--- src/rtl/rtc_match_pkg.sv ---
// Constants, register map and carriers for the real-time match counter
package rtc_match_pkg;

    // Counter geometry
    localparam int unsigned CNT_W = 40;
    localparam int unsigned CNT_BYTES = 5;

    // Prescaler: divide the input clock edges by this figure
    localparam int unsigned PRESCALE_DIV = 128;
    localparam int unsigned PRESCALE_W = $clog2(PRESCALE_DIV);
    localparam logic [PRESCALE_W-1:0] PRESCALE_LAST =
        PRESCALE_W'(PRESCALE_DIV - 1);

    // Word index of each register (byte address is four times the index)
    localparam logic [5:0] IDX_CNT = 6'h00;
    localparam logic [5:0] IDX_MATCH = 6'h05;
    localparam logic [5:0] IDX_MBITS = 6'h0a;
    localparam logic [5:0] IDX_CTRL = 6'h0f;

    // Byte offsets, derived from the indices
    localparam logic [7:0] OFF_CNT = {IDX_CNT, 2'b00};
    localparam logic [7:0] OFF_MATCH = {IDX_MATCH, 2'b00};
    localparam logic [7:0] OFF_MBITS = {IDX_MBITS, 2'b00};
    localparam logic [7:0] OFF_CTRL = {IDX_CTRL, 2'b00};

    // Control/status byte field positions
    localparam int unsigned CTRL_AUTOCLR_BIT = 0;
    localparam int unsigned CTRL_XEN_BIT = 1;
    localparam int unsigned CTRL_MODE_LSB = 2;
    localparam int unsigned CTRL_MATCH_BIT = 4;

    // Reset values
    localparam logic [7:0] CTRL_RESET = 8'h00;
    localparam logic [CNT_W-1:0] CNT_RESET = 40'h00_0000_0000;
    localparam logic [CNT_W-1:0] MATCH_RESET = 40'h00_0000_0000;
    localparam logic [CNT_W-1:0] CNT_CLEAR = 40'h00_0000_0000;
    localparam logic [CNT_W-1:0] MATCH_ZERO = 40'h00_0000_0000;
    localparam logic [CNT_W-1:0] MBITS_ALL_ONES = 40'hff_ffff_ffff;

    // Bus answer constants
    localparam logic [31:0] RDATA_NONE = 32'h0000_0000;
    localparam logic HRESP_OKAY = 1'b0;

    // Control fields held by software
    typedef struct packed {
        logic [1:0] mode;
        logic xen;
        logic autoclr;
    } ctrl_s;

    // Latched address phase of a bus transfer
    typedef struct packed {
        logic [5:0] idx;
        logic write;
        logic valid;
    } bus_req_s;

endpackage : rtc_match_pkg

--- src/rtl/rtc_match_counter.sv ---
// Real-time 40-bit match counter with an AHB-Lite register slave
//
// Function
// - Timekeeping is a 40-bit counter, loadable by software and advanced by clock.
// - Input clock divided by 128; counter advances only on divided clock.
// - Software writes a starting value through the counter load bytes.
// - Current count reads back at the same addresses used for loading.
// - Count bytes 1 to 4 read a snapshot taken when byte 0 is read, so multi-byte reads stay consistent.
// - match_out is 1 while counter equals match value, else 0.
// - power_sm_match_out mirrors match_out; it feeds the power state machine.
// - Match bits register reads all ones while counter equals match value.
// - With auto-clear set, the next tick after the counter equals match returns it to zero.
// - Auto-clear is suppressed while the match value is zero.
// - crystal_mode_out follows the crystal mode field of control.
// - crystal_select_out follows the crystal enable field of control.
// - Each register location carries exactly one byte of data.
//
// Design decisions made here: register access over AHB-Lite and the register offsets.
`timescale 1ns/100ps
module rtc_match_counter
    import rtc_match_pkg::*;
(
    input wire logic hclk,
    input wire logic hresetn,
    input wire logic hsel,
    input wire logic [31:0] haddr,
    input wire logic [1:0] htrans,
    input wire logic hwrite,
    input wire logic [2:0] hsize,
    input wire logic [31:0] hwdata,
    input wire logic hready,
    output logic hreadyout,
    output logic hresp,
    output logic [31:0] hrdata,
    input wire logic rtc_clock_in,
    output logic [1:0] crystal_mode_out,
    output logic crystal_select_out,
    output logic match_out,
    output logic power_sm_match_out
);

    // Storage
    logic [CNT_W-1:0] cnt_q;
    logic [CNT_W-1:0] cnt_d;
    logic [CNT_W-1:0] hold_q;
    logic [7:0] match_b_q [CNT_BYTES];
    logic [CNT_W-1:0] match_val;
    logic [CNT_W-1:0] match_d;
    ctrl_s ctrl_q;
    ctrl_s ctrl_d;
    logic match_flag_q;
    bus_req_s req_q;
    bus_req_s req_d;
    logic [31:0] rdata_q;
    logic [31:0] rdata_d;

    // Bus address phase decode
    logic [5:0] a_idx;
    logic addr_ok;
    logic size_ok;
    logic take;
    logic take_rd;
    logic hold_grab;

    // Word index and legality of the requested location
    assign a_idx = haddr[7:2];
    assign size_ok = (hsize == 3'h2);
    assign addr_ok = (haddr[31:8] == 24'h00_0000)
                     && (haddr[1:0] == 2'b00)
                     && (a_idx <= IDX_CTRL);

    // Transfer accepted on this edge
    assign take = hsel & htrans[1] & hready;
    assign take_rd = take & ~hwrite & addr_ok;

    // Reading the lowest count byte freezes the whole count
    assign hold_grab = take_rd && (a_idx == IDX_CNT);

    // Latched request for the data phase
    assign req_d.idx = a_idx;
    assign req_d.write = hwrite & size_ok;
    assign req_d.valid = take & addr_ok;

    // Data phase write strobes, one byte per location
    logic wr_en;
    logic [CNT_BYTES-1:0] wr_cnt;
    logic [CNT_BYTES-1:0] wr_match;
    logic wr_ctrl;
    logic [7:0] wbyte;

    // Only the low byte lane of a word carries data
    assign wr_en = req_q.valid & req_q.write;
    assign wbyte = hwdata[7:0];
    assign wr_ctrl = wr_en && (req_q.idx == IDX_CTRL);

    // Per-byte strobes and match storage
    genvar gi;
    generate
        for (gi = 0; gi < CNT_BYTES; gi++) begin : g_byte
            localparam logic [5:0] CNT_AT = 6'(IDX_CNT + gi);
            localparam logic [5:0] MATCH_AT = 6'(IDX_MATCH + gi);

            // Load strobe for one count byte
            assign wr_cnt[gi] = wr_en && (req_q.idx == CNT_AT);
            assign wr_match[gi] = wr_en && (req_q.idx == MATCH_AT);

            // Match value byte and its next value
            assign match_val[8*gi +: 8] = match_b_q[gi];
            assign match_d[8*gi +: 8] = wr_match[gi] ? wbyte
                                                     : match_b_q[gi];

            // Match byte register
            always_ff @(posedge hclk or negedge hresetn) begin
                if (!hresetn) begin
                    match_b_q[gi] <= MATCH_RESET[8*gi +: 8];
                end else begin
                    match_b_q[gi] <= match_d[8*gi +: 8];
                end
            end
        end
    endgenerate

    // Control next value from the written byte
    assign ctrl_d.autoclr = wr_ctrl ? wbyte[CTRL_AUTOCLR_BIT]
                                    : ctrl_q.autoclr;
    assign ctrl_d.xen = wr_ctrl ? wbyte[CTRL_XEN_BIT] : ctrl_q.xen;
    assign ctrl_d.mode = wr_ctrl ? wbyte[CTRL_MODE_LSB +: 2]
                                 : ctrl_q.mode;

    // Prescaler and counter
    logic tick;
    logic equal_now;
    logic clear_ok;
    logic clear_now;
    logic [CNT_W-1:0] step_val;

    // Divide the crystal clock by 128; it must come from the oscillator
    rtc_prescaler u_prescaler (
        .hclk(hclk),
        .hresetn(hresetn),
        .clk_level(rtc_clock_in),
        .tick(tick)
    );

    // Compare and auto-clear qualification
    assign equal_now = (cnt_q == match_val);
    assign clear_ok = ctrl_q.autoclr && (match_val != MATCH_ZERO);
    assign clear_now = equal_now & clear_ok;

    // Step by one, wrapping naturally, or clear on match
    assign step_val = clear_now ? CNT_CLEAR
                                : CNT_W'(cnt_q + 1'b1);

    // Counter next value; a software byte load wins over the step
    always_comb begin
        cnt_d = cnt_q;
        if (tick) begin
            cnt_d = step_val;
        end
        for (int i = 0; i < CNT_BYTES; i++) begin
            if (wr_cnt[i]) begin
                cnt_d[8*i +: 8] = wbyte;
            end
        end
    end

    // Count, snapshot and match flag registers
    always_ff @(posedge hclk or negedge hresetn) begin
        if (!hresetn) begin
            cnt_q <= CNT_RESET;
            hold_q <= CNT_RESET;
            match_flag_q <= 1'b1;
        end else begin
            cnt_q <= cnt_d;
            if (hold_grab) begin
                hold_q <= cnt_q;
            end
            match_flag_q <= (cnt_d == match_d);
        end
    end

    // Control register
    always_ff @(posedge hclk or negedge hresetn) begin
        if (!hresetn) begin
            ctrl_q <= ctrl_s'(CTRL_RESET[3:0]);
        end else begin
            ctrl_q <= ctrl_d;
        end
    end

    // Read path, answered at the address phase edge
    logic [5:0] cnt_sel;
    logic [5:0] match_sel;
    logic [5:0] mbits_sel;
    logic in_cnt;
    logic in_match;
    logic in_mbits;
    logic [CNT_W-1:0] mbits_val;
    logic [CNT_W-1:0] cnt_view;
    logic [7:0] cnt_byte;
    logic [7:0] match_byte;
    logic [7:0] mbits_byte;
    logic [7:0] ctrl_byte;

    // Which region and which byte within it
    assign in_cnt = (a_idx < IDX_MATCH);
    assign in_match = (a_idx >= IDX_MATCH) && (a_idx < IDX_MBITS);
    assign in_mbits = (a_idx >= IDX_MBITS) && (a_idx < IDX_CTRL);
    assign cnt_sel = a_idx - IDX_CNT;
    assign match_sel = a_idx - IDX_MATCH;
    assign mbits_sel = a_idx - IDX_MBITS;

    // Match bits read as all ones while equal
    assign mbits_val = match_flag_q ? MBITS_ALL_ONES : MATCH_ZERO;

    // Byte 0 shows the live count, the rest the frozen snapshot
    assign cnt_view = {hold_q[CNT_W-1:8], cnt_q[7:0]};
    assign cnt_byte = cnt_view[8*cnt_sel[2:0] +: 8];
    assign match_byte = match_val[8*match_sel[2:0] +: 8];
    assign mbits_byte = mbits_val[8*mbits_sel[2:0] +: 8];

    // Control byte with the live match state on top
    assign ctrl_byte = {3'b000, match_flag_q, ctrl_q.mode,
                        ctrl_q.xen, ctrl_q.autoclr};

    // Read data selection, one byte in the low lane
    always_comb begin
        rdata_d = RDATA_NONE;
        if (take_rd) begin
            if (in_cnt) begin
                rdata_d = {24'h00_0000, cnt_byte};
            end else if (in_match) begin
                rdata_d = {24'h00_0000, match_byte};
            end else if (in_mbits) begin
                rdata_d = {24'h00_0000, mbits_byte};
            end else begin
                rdata_d = {24'h00_0000, ctrl_byte};
            end
        end
    end

    // Data phase registers of the bus slave
    always_ff @(posedge hclk or negedge hresetn) begin
        if (!hresetn) begin
            req_q <= '0;
            rdata_q <= RDATA_NONE;
        end else begin
            req_q <= req_d;
            if (take) begin
                rdata_q <= rdata_d;
            end
        end
    end

    // Outputs

    // Zero-wait slave, always OKAY
    assign hreadyout = 1'b1;
    assign hresp = HRESP_OKAY;
    assign hrdata = rdata_q;

    // Crystal controls follow the control fields
    assign crystal_mode_out = ctrl_q.mode;
    assign crystal_select_out = ctrl_q.xen;

    // Match to fabric and to the power state machine
    assign match_out = match_flag_q;
    assign power_sm_match_out = match_flag_q;

endmodule : rtc_match_counter

--- src/rtl/rtc_prescaler.sv ---
// Divide-by-128 prescaler on the edges of the counter input clock
`timescale 1ns/100ps
module rtc_prescaler
    import rtc_match_pkg::*;
(
    input wire logic hclk,
    input wire logic hresetn,
    input wire logic clk_level,
    output logic tick
);

    logic level_q;
    logic [PRESCALE_W-1:0] div_q;
    logic [PRESCALE_W-1:0] div_d;
    logic rise;
    logic wrap;

    // Rising edge of the slow clock, sampled on hclk
    assign rise = clk_level & ~level_q;
    assign wrap = rise && (div_q == PRESCALE_LAST);
    assign div_d = rise ? PRESCALE_W'(div_q + 1'b1) : div_q;

    // Edge history and divide count
    always_ff @(posedge hclk or negedge hresetn) begin
        if (!hresetn) begin
            level_q <= 1'b0;
            div_q <= '0;
            tick <= 1'b0;
        end else begin
            level_q <= clk_level;
            div_q <= div_d;
            tick <= wrap;
        end
    end

endmodule : rtc_prescaler

--- config.mk ---
export PLATFORM = sky130hd
export DESIGN_NAME = rtc_match_counter
export DESIGN_NICKNAME = d
export VERILOG_FILES = /design/src/rtl/rtc_match_pkg.sv /design/src/rtl/rtc_match_counter.sv /design/src/rtl/rtc_prescaler.sv
export SDC_FILE = /design/constraint.sdc
export NUM_CORES = 1
export LEC_CHECK = 0
export BUFFER_PORTS_ARGS = -buffer_cell sky130_fd_sc_hd__buf_2
export CAP_MARGIN = 40
export CORE_ASPECT_RATIO = 0.6
export CORE_MARGIN = 3
export CORE_UTILIZATION = 50
export CTS_CLUSTER_SIZE = 40
export DETAILED_ROUTE_END_ITERATION = 10
export HOLD_SLACK_MARGIN = 0.12
export PLACE_DENSITY = 0.68
export SLEW_MARGIN = 20
export SYNTH_ARGS = -nofsm -noshare
export SYNTH_HDL_FRONTEND = slang
export SYNTH_HIERARCHICAL = 1
export SYNTH_SLANG_ARGS = --single-unit
--- constraint.sdc ---
create_clock -name hclk -period 3.2 [get_ports hclk]
set_input_delay 0.32 -clock hclk [delete_from_list [all_inputs] [get_ports hclk]]
set_output_delay 0.32 -clock hclk [all_outputs]
set_load 0.05 [all_outputs]
# ---- Yosys cells after proc, flatten, opt, wreduce, memory -nomap -nowiden
# Cells that the tools add are included.
# W data, S select, Z words.
dict set report word_totals {
  latchBits 0
  out_inout_bits 39
  rom_bits 0
  ram_bits 0
  ff_bits 174
  n_memories 0
  wordCells 96
}
dict set report classes {
  eq_ne 14
  n_addsub 4
  reduce_logical 23
  n_div 0
  mul 0
  shifts 3
  n_bitwise 11
  n_lt_le_gt_ge 6
  muxes 17
}
# cell count
set op_table {}
lappend op_table {{$mux W40} 3}
lappend op_table {{$shiftx A40 B7 Y8} 3}
lappend op_table {{$mux W32} 3}
lappend op_table {{$mux W8} 11}
lappend op_table {{$eq A40 B40 Y1} 2}
lappend op_table {{$add A40 B1 Y40 const B} 1}
lappend op_table {{$reduce_bool A40 Y1} 1}
lappend op_table {{$eq A6 B3 Y1 const B} 4}
lappend op_table {{$logic_not A24 Y1} 1}
lappend op_table {{$eq A6 B4 Y1 const B} 3}
lappend op_table {{$logic_and A1 B1 Y1} 18}
lappend op_table {{$eq A6 B2 Y1 const B} 2}
lappend op_table {{$logic_not A6 Y1} 2}
lappend op_table {{$lt A6 B4 Y1 const B} 2}
lappend op_table {{$and A1 B1 Y1} 9}
lappend op_table {{$add A7 B1 Y7 const B} 1}
lappend op_table {{$eq A7 B7 Y1 const B} 1}
lappend op_table {{$eq A6 B1 Y1 const B} 1}
lappend op_table {{$ge A6 B3 Y1 const B} 1}
lappend op_table {{$ge A6 B4 Y1 const B} 1}
lappend op_table {{$le A6 B4 Y1 const B} 1}
lappend op_table {{$lt A6 B3 Y1 const B} 1}
lappend op_table {{$eq A3 B2 Y1 const B} 1}
lappend op_table {{$sub A3 B2 Y3 const B} 1}
lappend op_table {{other kinds (3)} 4}

# ---- Logic depth before layout (Yosys ltp)
dict set report depth {
  ltp_word 7
  mapped_depth 13
}

# ---- Modules after synthesis
# The synthesis kept the hierarchy.
# mod cells_each n_inst area_each_um2 seq_area_each_um2
set modules_own_cells {}
lappend modules_own_cells {rtc_match_counter 996 1 9178.8 3329.4}
lappend modules_own_cells {rtc_prescaler 27 1 387.9 225.2}

# ---- Worst setup path before layout
# No wires, ideal clock.
dict set report synth_path {
  path_kind {input-to-reg}
  from {input haddr[2]}
  to {register rdata_q[1], in the netlist hrdata[1]}
  arrival_time_ps 2786
  cell_stages 11
  setup_slack_ps 293
  setup_ps 122
  path_buffers 3
  required_ps 3078
  path_cell_list {clkbuf_1 > inv_1 > clkbuf_1 > ha_1 > xnor2_1 > clkbuf_1 > mux2i_1 > o21ai_0 > a221oi_1 > o21ai_0 > a32o_1}
}
dict set report synth_via {
  elab_chain_len 6
  word_cells_on_any_way 19
}
# element line_no
set synth_rtl {}
lappend synth_rtl {{start: declaration} rtc_match_counter.sv:26} ;# input wire logic [31:0] haddr,
lappend synth_rtl {{$sub A3 B2 Y3, or another cell as far along} rtc_match_counter.sv:211} ;# assign mbits_sel = a_idx - IDX_MBITS;
lappend synth_rtl {{$shiftx A40 B7 Y8 or $logic_and A1 B1 Y1 (tied branches)} {rtc_match_counter.sv:220, rtc_match_counter.sv:208}}
lappend synth_rtl {{$mux W8} rtc_match_counter.sv:234} ;# end else if (in_mbits) begin
lappend synth_rtl {{$mux W32} rtc_match_counter.sv:232} ;# end else if (in_match) begin
lappend synth_rtl {{$mux W32} rtc_match_counter.sv:230} ;# if (in_cnt) begin
lappend synth_rtl {{$mux W32 (*)} rtc_match_counter.sv:229} ;# if (take_rd) begin
lappend synth_rtl {{end signal: assignment} rtc_match_counter.sv:250} ;# rdata_q <= rdata_d;
lappend synth_rtl {{end: declaration} rtc_match_counter.sv:54} ;# logic [31:0] rdata_q;
# Every way passes the cells marked *; elsewhere a longest branch is shown, timed or not.
# A chain may end at the register's enable or synchronous reset.

# ---- Worst setup path in the final report
dict set report layout_path {
  from {register match_b_q[6] in the netlist's numbering}
  to {register match_flag_q, in the netlist match_out}
}
dict set report layout_via {
  elab_chain_len 7
  word_cells_on_any_way 13
}
# element line_no
set layout_rtl {}
lappend layout_rtl {{start: declaration} rtc_match_counter.sv:46} ;# logic [7:0] match_b_q [CNT_BYTES];
lappend layout_rtl {{start signal: indexed assignment} rtc_match_counter.sv:115} ;# match_b_q[gi] <= MATCH_RESET[8*gi +: 8];
lappend layout_rtl {{start signal: indexed assignment} rtc_match_counter.sv:117} ;# match_b_q[gi] <= match_d[8*gi +: 8];
lappend layout_rtl {{$reduce_bool A40 Y1} rtc_match_counter.sv:147} ;# assign clear_ok = ctrl_q.autoclr && (match_val != MATCH_ZERO);
lappend layout_rtl {{$logic_and A1 B1 Y1} rtc_match_counter.sv:147}
lappend layout_rtl {{$and A1 B1 Y1} rtc_match_counter.sv:148} ;# assign clear_now = equal_now & clear_ok;
lappend layout_rtl {{$mux W40} rtc_match_counter.sv:151} ;# assign step_val = clear_now ? CNT_CLEAR
lappend layout_rtl {{$mux W40} rtc_match_counter.sv:157} ;# if (tick) begin
lappend layout_rtl {{$mux W8} rtc_match_counter.sv:161} ;# if (wr_cnt[i]) begin
lappend layout_rtl {{$eq A40 B40 Y1 (*)} rtc_match_counter.sv:178} ;# match_flag_q <= (cnt_d == match_d);
lappend layout_rtl {{end signal: assignment} rtc_match_counter.sv:178}
lappend layout_rtl {{end: declaration} rtc_match_counter.sv:51} ;# logic match_flag_q;
# Marked as above.

==> flow_metrics.py <==
metrics = {
    "clocking": {
        "clk_latency_ns": 0.44,
        "max-clock-path-buffers": 2,
        "cts_buffers": 17,
        "clk_transition_reported_paths_ns": 0.06,
        "cts_tree": "yes",
        "cts-root-buf": "clkbuf_16",
        "clkSinkCount": 142,
        "cts_max_level": 4,
    },
    "timing": {
        "worst-slew-pin-transition_ns": 0.831,
        "maxSlewHeadroom_pct": 44.1,
        "period_share_pct": 102,
        "finClkSkew_ns": 0.0130,
        "max_freq_ghz": 0.307,
        "hold_viol_final": 0,
        "rsz0062_at_grt": "yes",
        "fin_crit_ns": 3.26,
        "fin_tns_setup_ns": -0.0618,
        "final-max-slew-violation-count": 0,
        "setup_viol": 1,
        "finalWorstSetupSlack_ns": -0.0618,
    },
    "pwr": {
        "p_leak_nw": 5.42,
        "vdd_drop_max_v": 0.000358,
        "p_total_w": 0.00449,
        "p_per_area_mw_per_mm2": 372,
    },
    "yosys": {
        "yosysWarnings": 6,
        "postSynthAreaPerCell_um2": 9.35,
        "synth.distinct_cells": 85,
        "synth_edf_count": 0,
        "synth-main-ff-cell": "dfrtp_1",
        "synth-seq-cells": 142,
        "ys_seq_area_share_pct": 37.2,
        "netlist_instances": 1023,
        "async_flop_share_pct": 100,
        "netlist_area_mm2": 0.00957,
    },
    "drt": {
        "wl_met2_um": 15300,
        "routed.top_layer": "met4",
        "drc": 0,
        "ant_nets": 0,
        "routed_via_density": 6.35,
        "via_count": 9506,
        "met3WireLength_um": 6530,
        "drtIter0Drc": 1641,
        "wirelength_um": 40600,
        "post_drt_wl_per_cell_um": 27.1,
        "wl_met1_um": 18100,
        "first_pass_iters": 6,
    },
    "setup_path": {
        "path_class": "reg -> reg",
        "reg2regPathDepth": 11,
        "worstPathCellList": "xnor2_1 -> nand4_1 -> nor4_1 -> buf_4 -> and3_1 -> nand2_1 -> buf_4 -> nor4_1 -> a31oi_1 -> a2111o_1 -> nor4_2",
        "crit_path_top_delay_cell": "a2111o_1",
        "cp.arrival_ns": 3.61,
        "crit_fanout": 4,
        "critPathMaxStageDelay_ns": 0.50,
        "start_kind": "flip-flop",
        "required_ns": 3.55,
        "end_kind": "flip-flop",
    },
    "global_routing": {
        "grt_pass1_vias": 8763,
        "grt_max_degree": 72,
        "grt_pass1_wl_um": 59000,
        "grt_overflow": 0,
        "track_usage_pct": 39.3,
        "antenna_found_initial": 1,
    },
    "layout": {
        "fin_nets": 1327,
        "seq_area_mm2": 0.00356,
        "multiInputGateArea_mm2": 0.00552,
        "area_growth_pct": 26.1,
        "drive_gt1_share_pct": 32.9,
        "post-route-util_pct": 65.6,
        "final_area_mm2": 0.0121,
        "fill_cells": 1543,
    },
    "place": {
        "dp_hpwl_um": 32600,
        "place.gp.congestion": 1.07,
        "io_buffers": 62,
        "dpl-instance-area_mm2": 0.0113,
    },
    "floorplan": {
        "die_w_um": 185,
        "num_rows": 38,
        "core_area_mm2": 0.0184,
        "die_area_mm2": 0.0209,
        "io_pins": 114,
        "die_y_um": 113,
        "initial_core_util_pct": 52.0,
    },
    "run": {
        "cap_violations": 0,
    },
    "worst_hold_path": {
        "hold_depth": 4,
        "hold_path_class": "in -> reg",
    },
    "run_status": {
        "status": "finished, violations left",
        "violations": "negative setup slack",
    },
}
[power by group]
group / switching [W] / internal [W]
logic: 0.000432 / 0.000249
registers: 0.0000874 / 0.00186
clock network: 0.000815 / 0.00105
[placed cells by master (no fill, tap or decap), types with 32 or more instances in the layout]
| cell | count |
|---|---|
| buf_4 | 203 |
| dfrtp_1 | 139 |
| nand2_1 | 76 |
| xnor2_1 | 75 |
| mux2_2 | 61 |
| buf_2 | 61 |
| nor2_1 | 58 |
| a21oi_1 | 57 |
| inv_1 | 38 |
| nand3_1 | 36 |
| o21ai_0 | 35 |
| xor2_1 | 32 |
[critical path: cells and delay by family, from the launching register on]
family	cells	cell delay (ns)
simple gates	6	1.36
compound gates	2	0.66
flops	1	0.42
xor+xnor	1	0.39
buf+inv	2	0.33
[Yosys cell counts, types with 7 or more instances]
cell type,n,area [um^2]
clkbuf_1,36,135
a21oi_1,58,290
inv_1,38,143
mux2i_1,28,280
a22o_1,8,70.1
nor2_1,58,218
o21ai_0,35,175
nand3_1,37,185
dfrtp_1,141,3530
nand2_1,76,285
and3_1,15,93.8
mux2_2,61,687
o31ai_1,12,90.1
ha_1,7,87.6
xor2_1,32,280
nand4_1,25,156
buf_2,23,115
o22ai_1,21,131
and4_1,12,105
nor3_1,20,100
a221oi_1,11,96.3
xnor2_1,77,674
buf_4,30,225
nor4_1,33,206
[layer usage]
metal / track usage, % / vias to the layer above
met2: 51.0 / 722
met4: 7.95 / 0
met3: 16.5 / 58
met5: 0 / -
li1: - / 4120
met1: 60.2 / 4606
[layout make-up]
class	count	share of cell area, %
antenna	1	0.0207
clock buffer	22	3.93
clock inverter	9	0.508
inverter	41	1.28
multi-input combinational	767	45.8
sequential	142	29.5
tap	240	2.49
timing repair buffer	276	16.5
[worst paths after layout]
check / slack (ns) / from / to
max reg2reg: -0.06 / match_b_q[6] / match_out
max in group asynchronous: 1.87 / hresetn / cnt_q[22]
max: -0.06 / match_b_q[6] / match_out
min: 0.14 / haddr[0] / req_q[0]
min in group asynchronous: 0.44 / hresetn / match_b_q[32]
min reg2reg: 0.47 / u_prescaler/div_q[5] / u_prescaler/div_q[5]
[registers in the layout, summed over array words and instances, names as in the netlist]
register / count
cnt_q: 40
match_b_q: 40
hold_q: 32
hrdata: 8
req_q: 8
u_prescaler/div_q: 7
crystal_mode_out: 2
crystal_select_out: 1
ctrl_byte: 1
match_out: 1
u_prescaler/level_q: 1
u_prescaler/tick: 1
[through the flow]
| step | setup slack (ns) | instances | hold slack, ns |
|---|---|---|---|
| after CTS | 0.00648 | 1497 | 0.129 |
| after floorplan | 0.293 | 1047 | 0.0244 |
| after global routing | -0.115 | 1498 | 0.141 |
| after detailed placement | -0.246 | 1458 | 0.370 |
| final | -0.0618 | 1498 | 0.136 |
| after global placement | -0.278 | 1458 | 0.369 |
[cells by family after synthesis]
| family | Yosys count | share of synthesized area (%) |
|---|---|---|
| simple gates | 320 | 18.4 |
| compound gates | 207 | 14.5 |
| flops | 142 | 37.2 |
| buf+inv | 138 | 7.21 |
| xor+xnor | 111 | 10.3 |
| mux | 96 | 11.5 |
| fa+ha+maj | 7 | 0.915 |
| other cells | 2 | 0.0785 |
[what timing repair did]
action,in CTS,in global routing
hold buffers,7,0
buffers inserted,1,0
resized for setup,6,16
hold endpoints to repair,72,0
pin swaps,1,2
endpoints found under the setup margin,1,1
No activity file was read; power rests on OpenSTA's default activity.
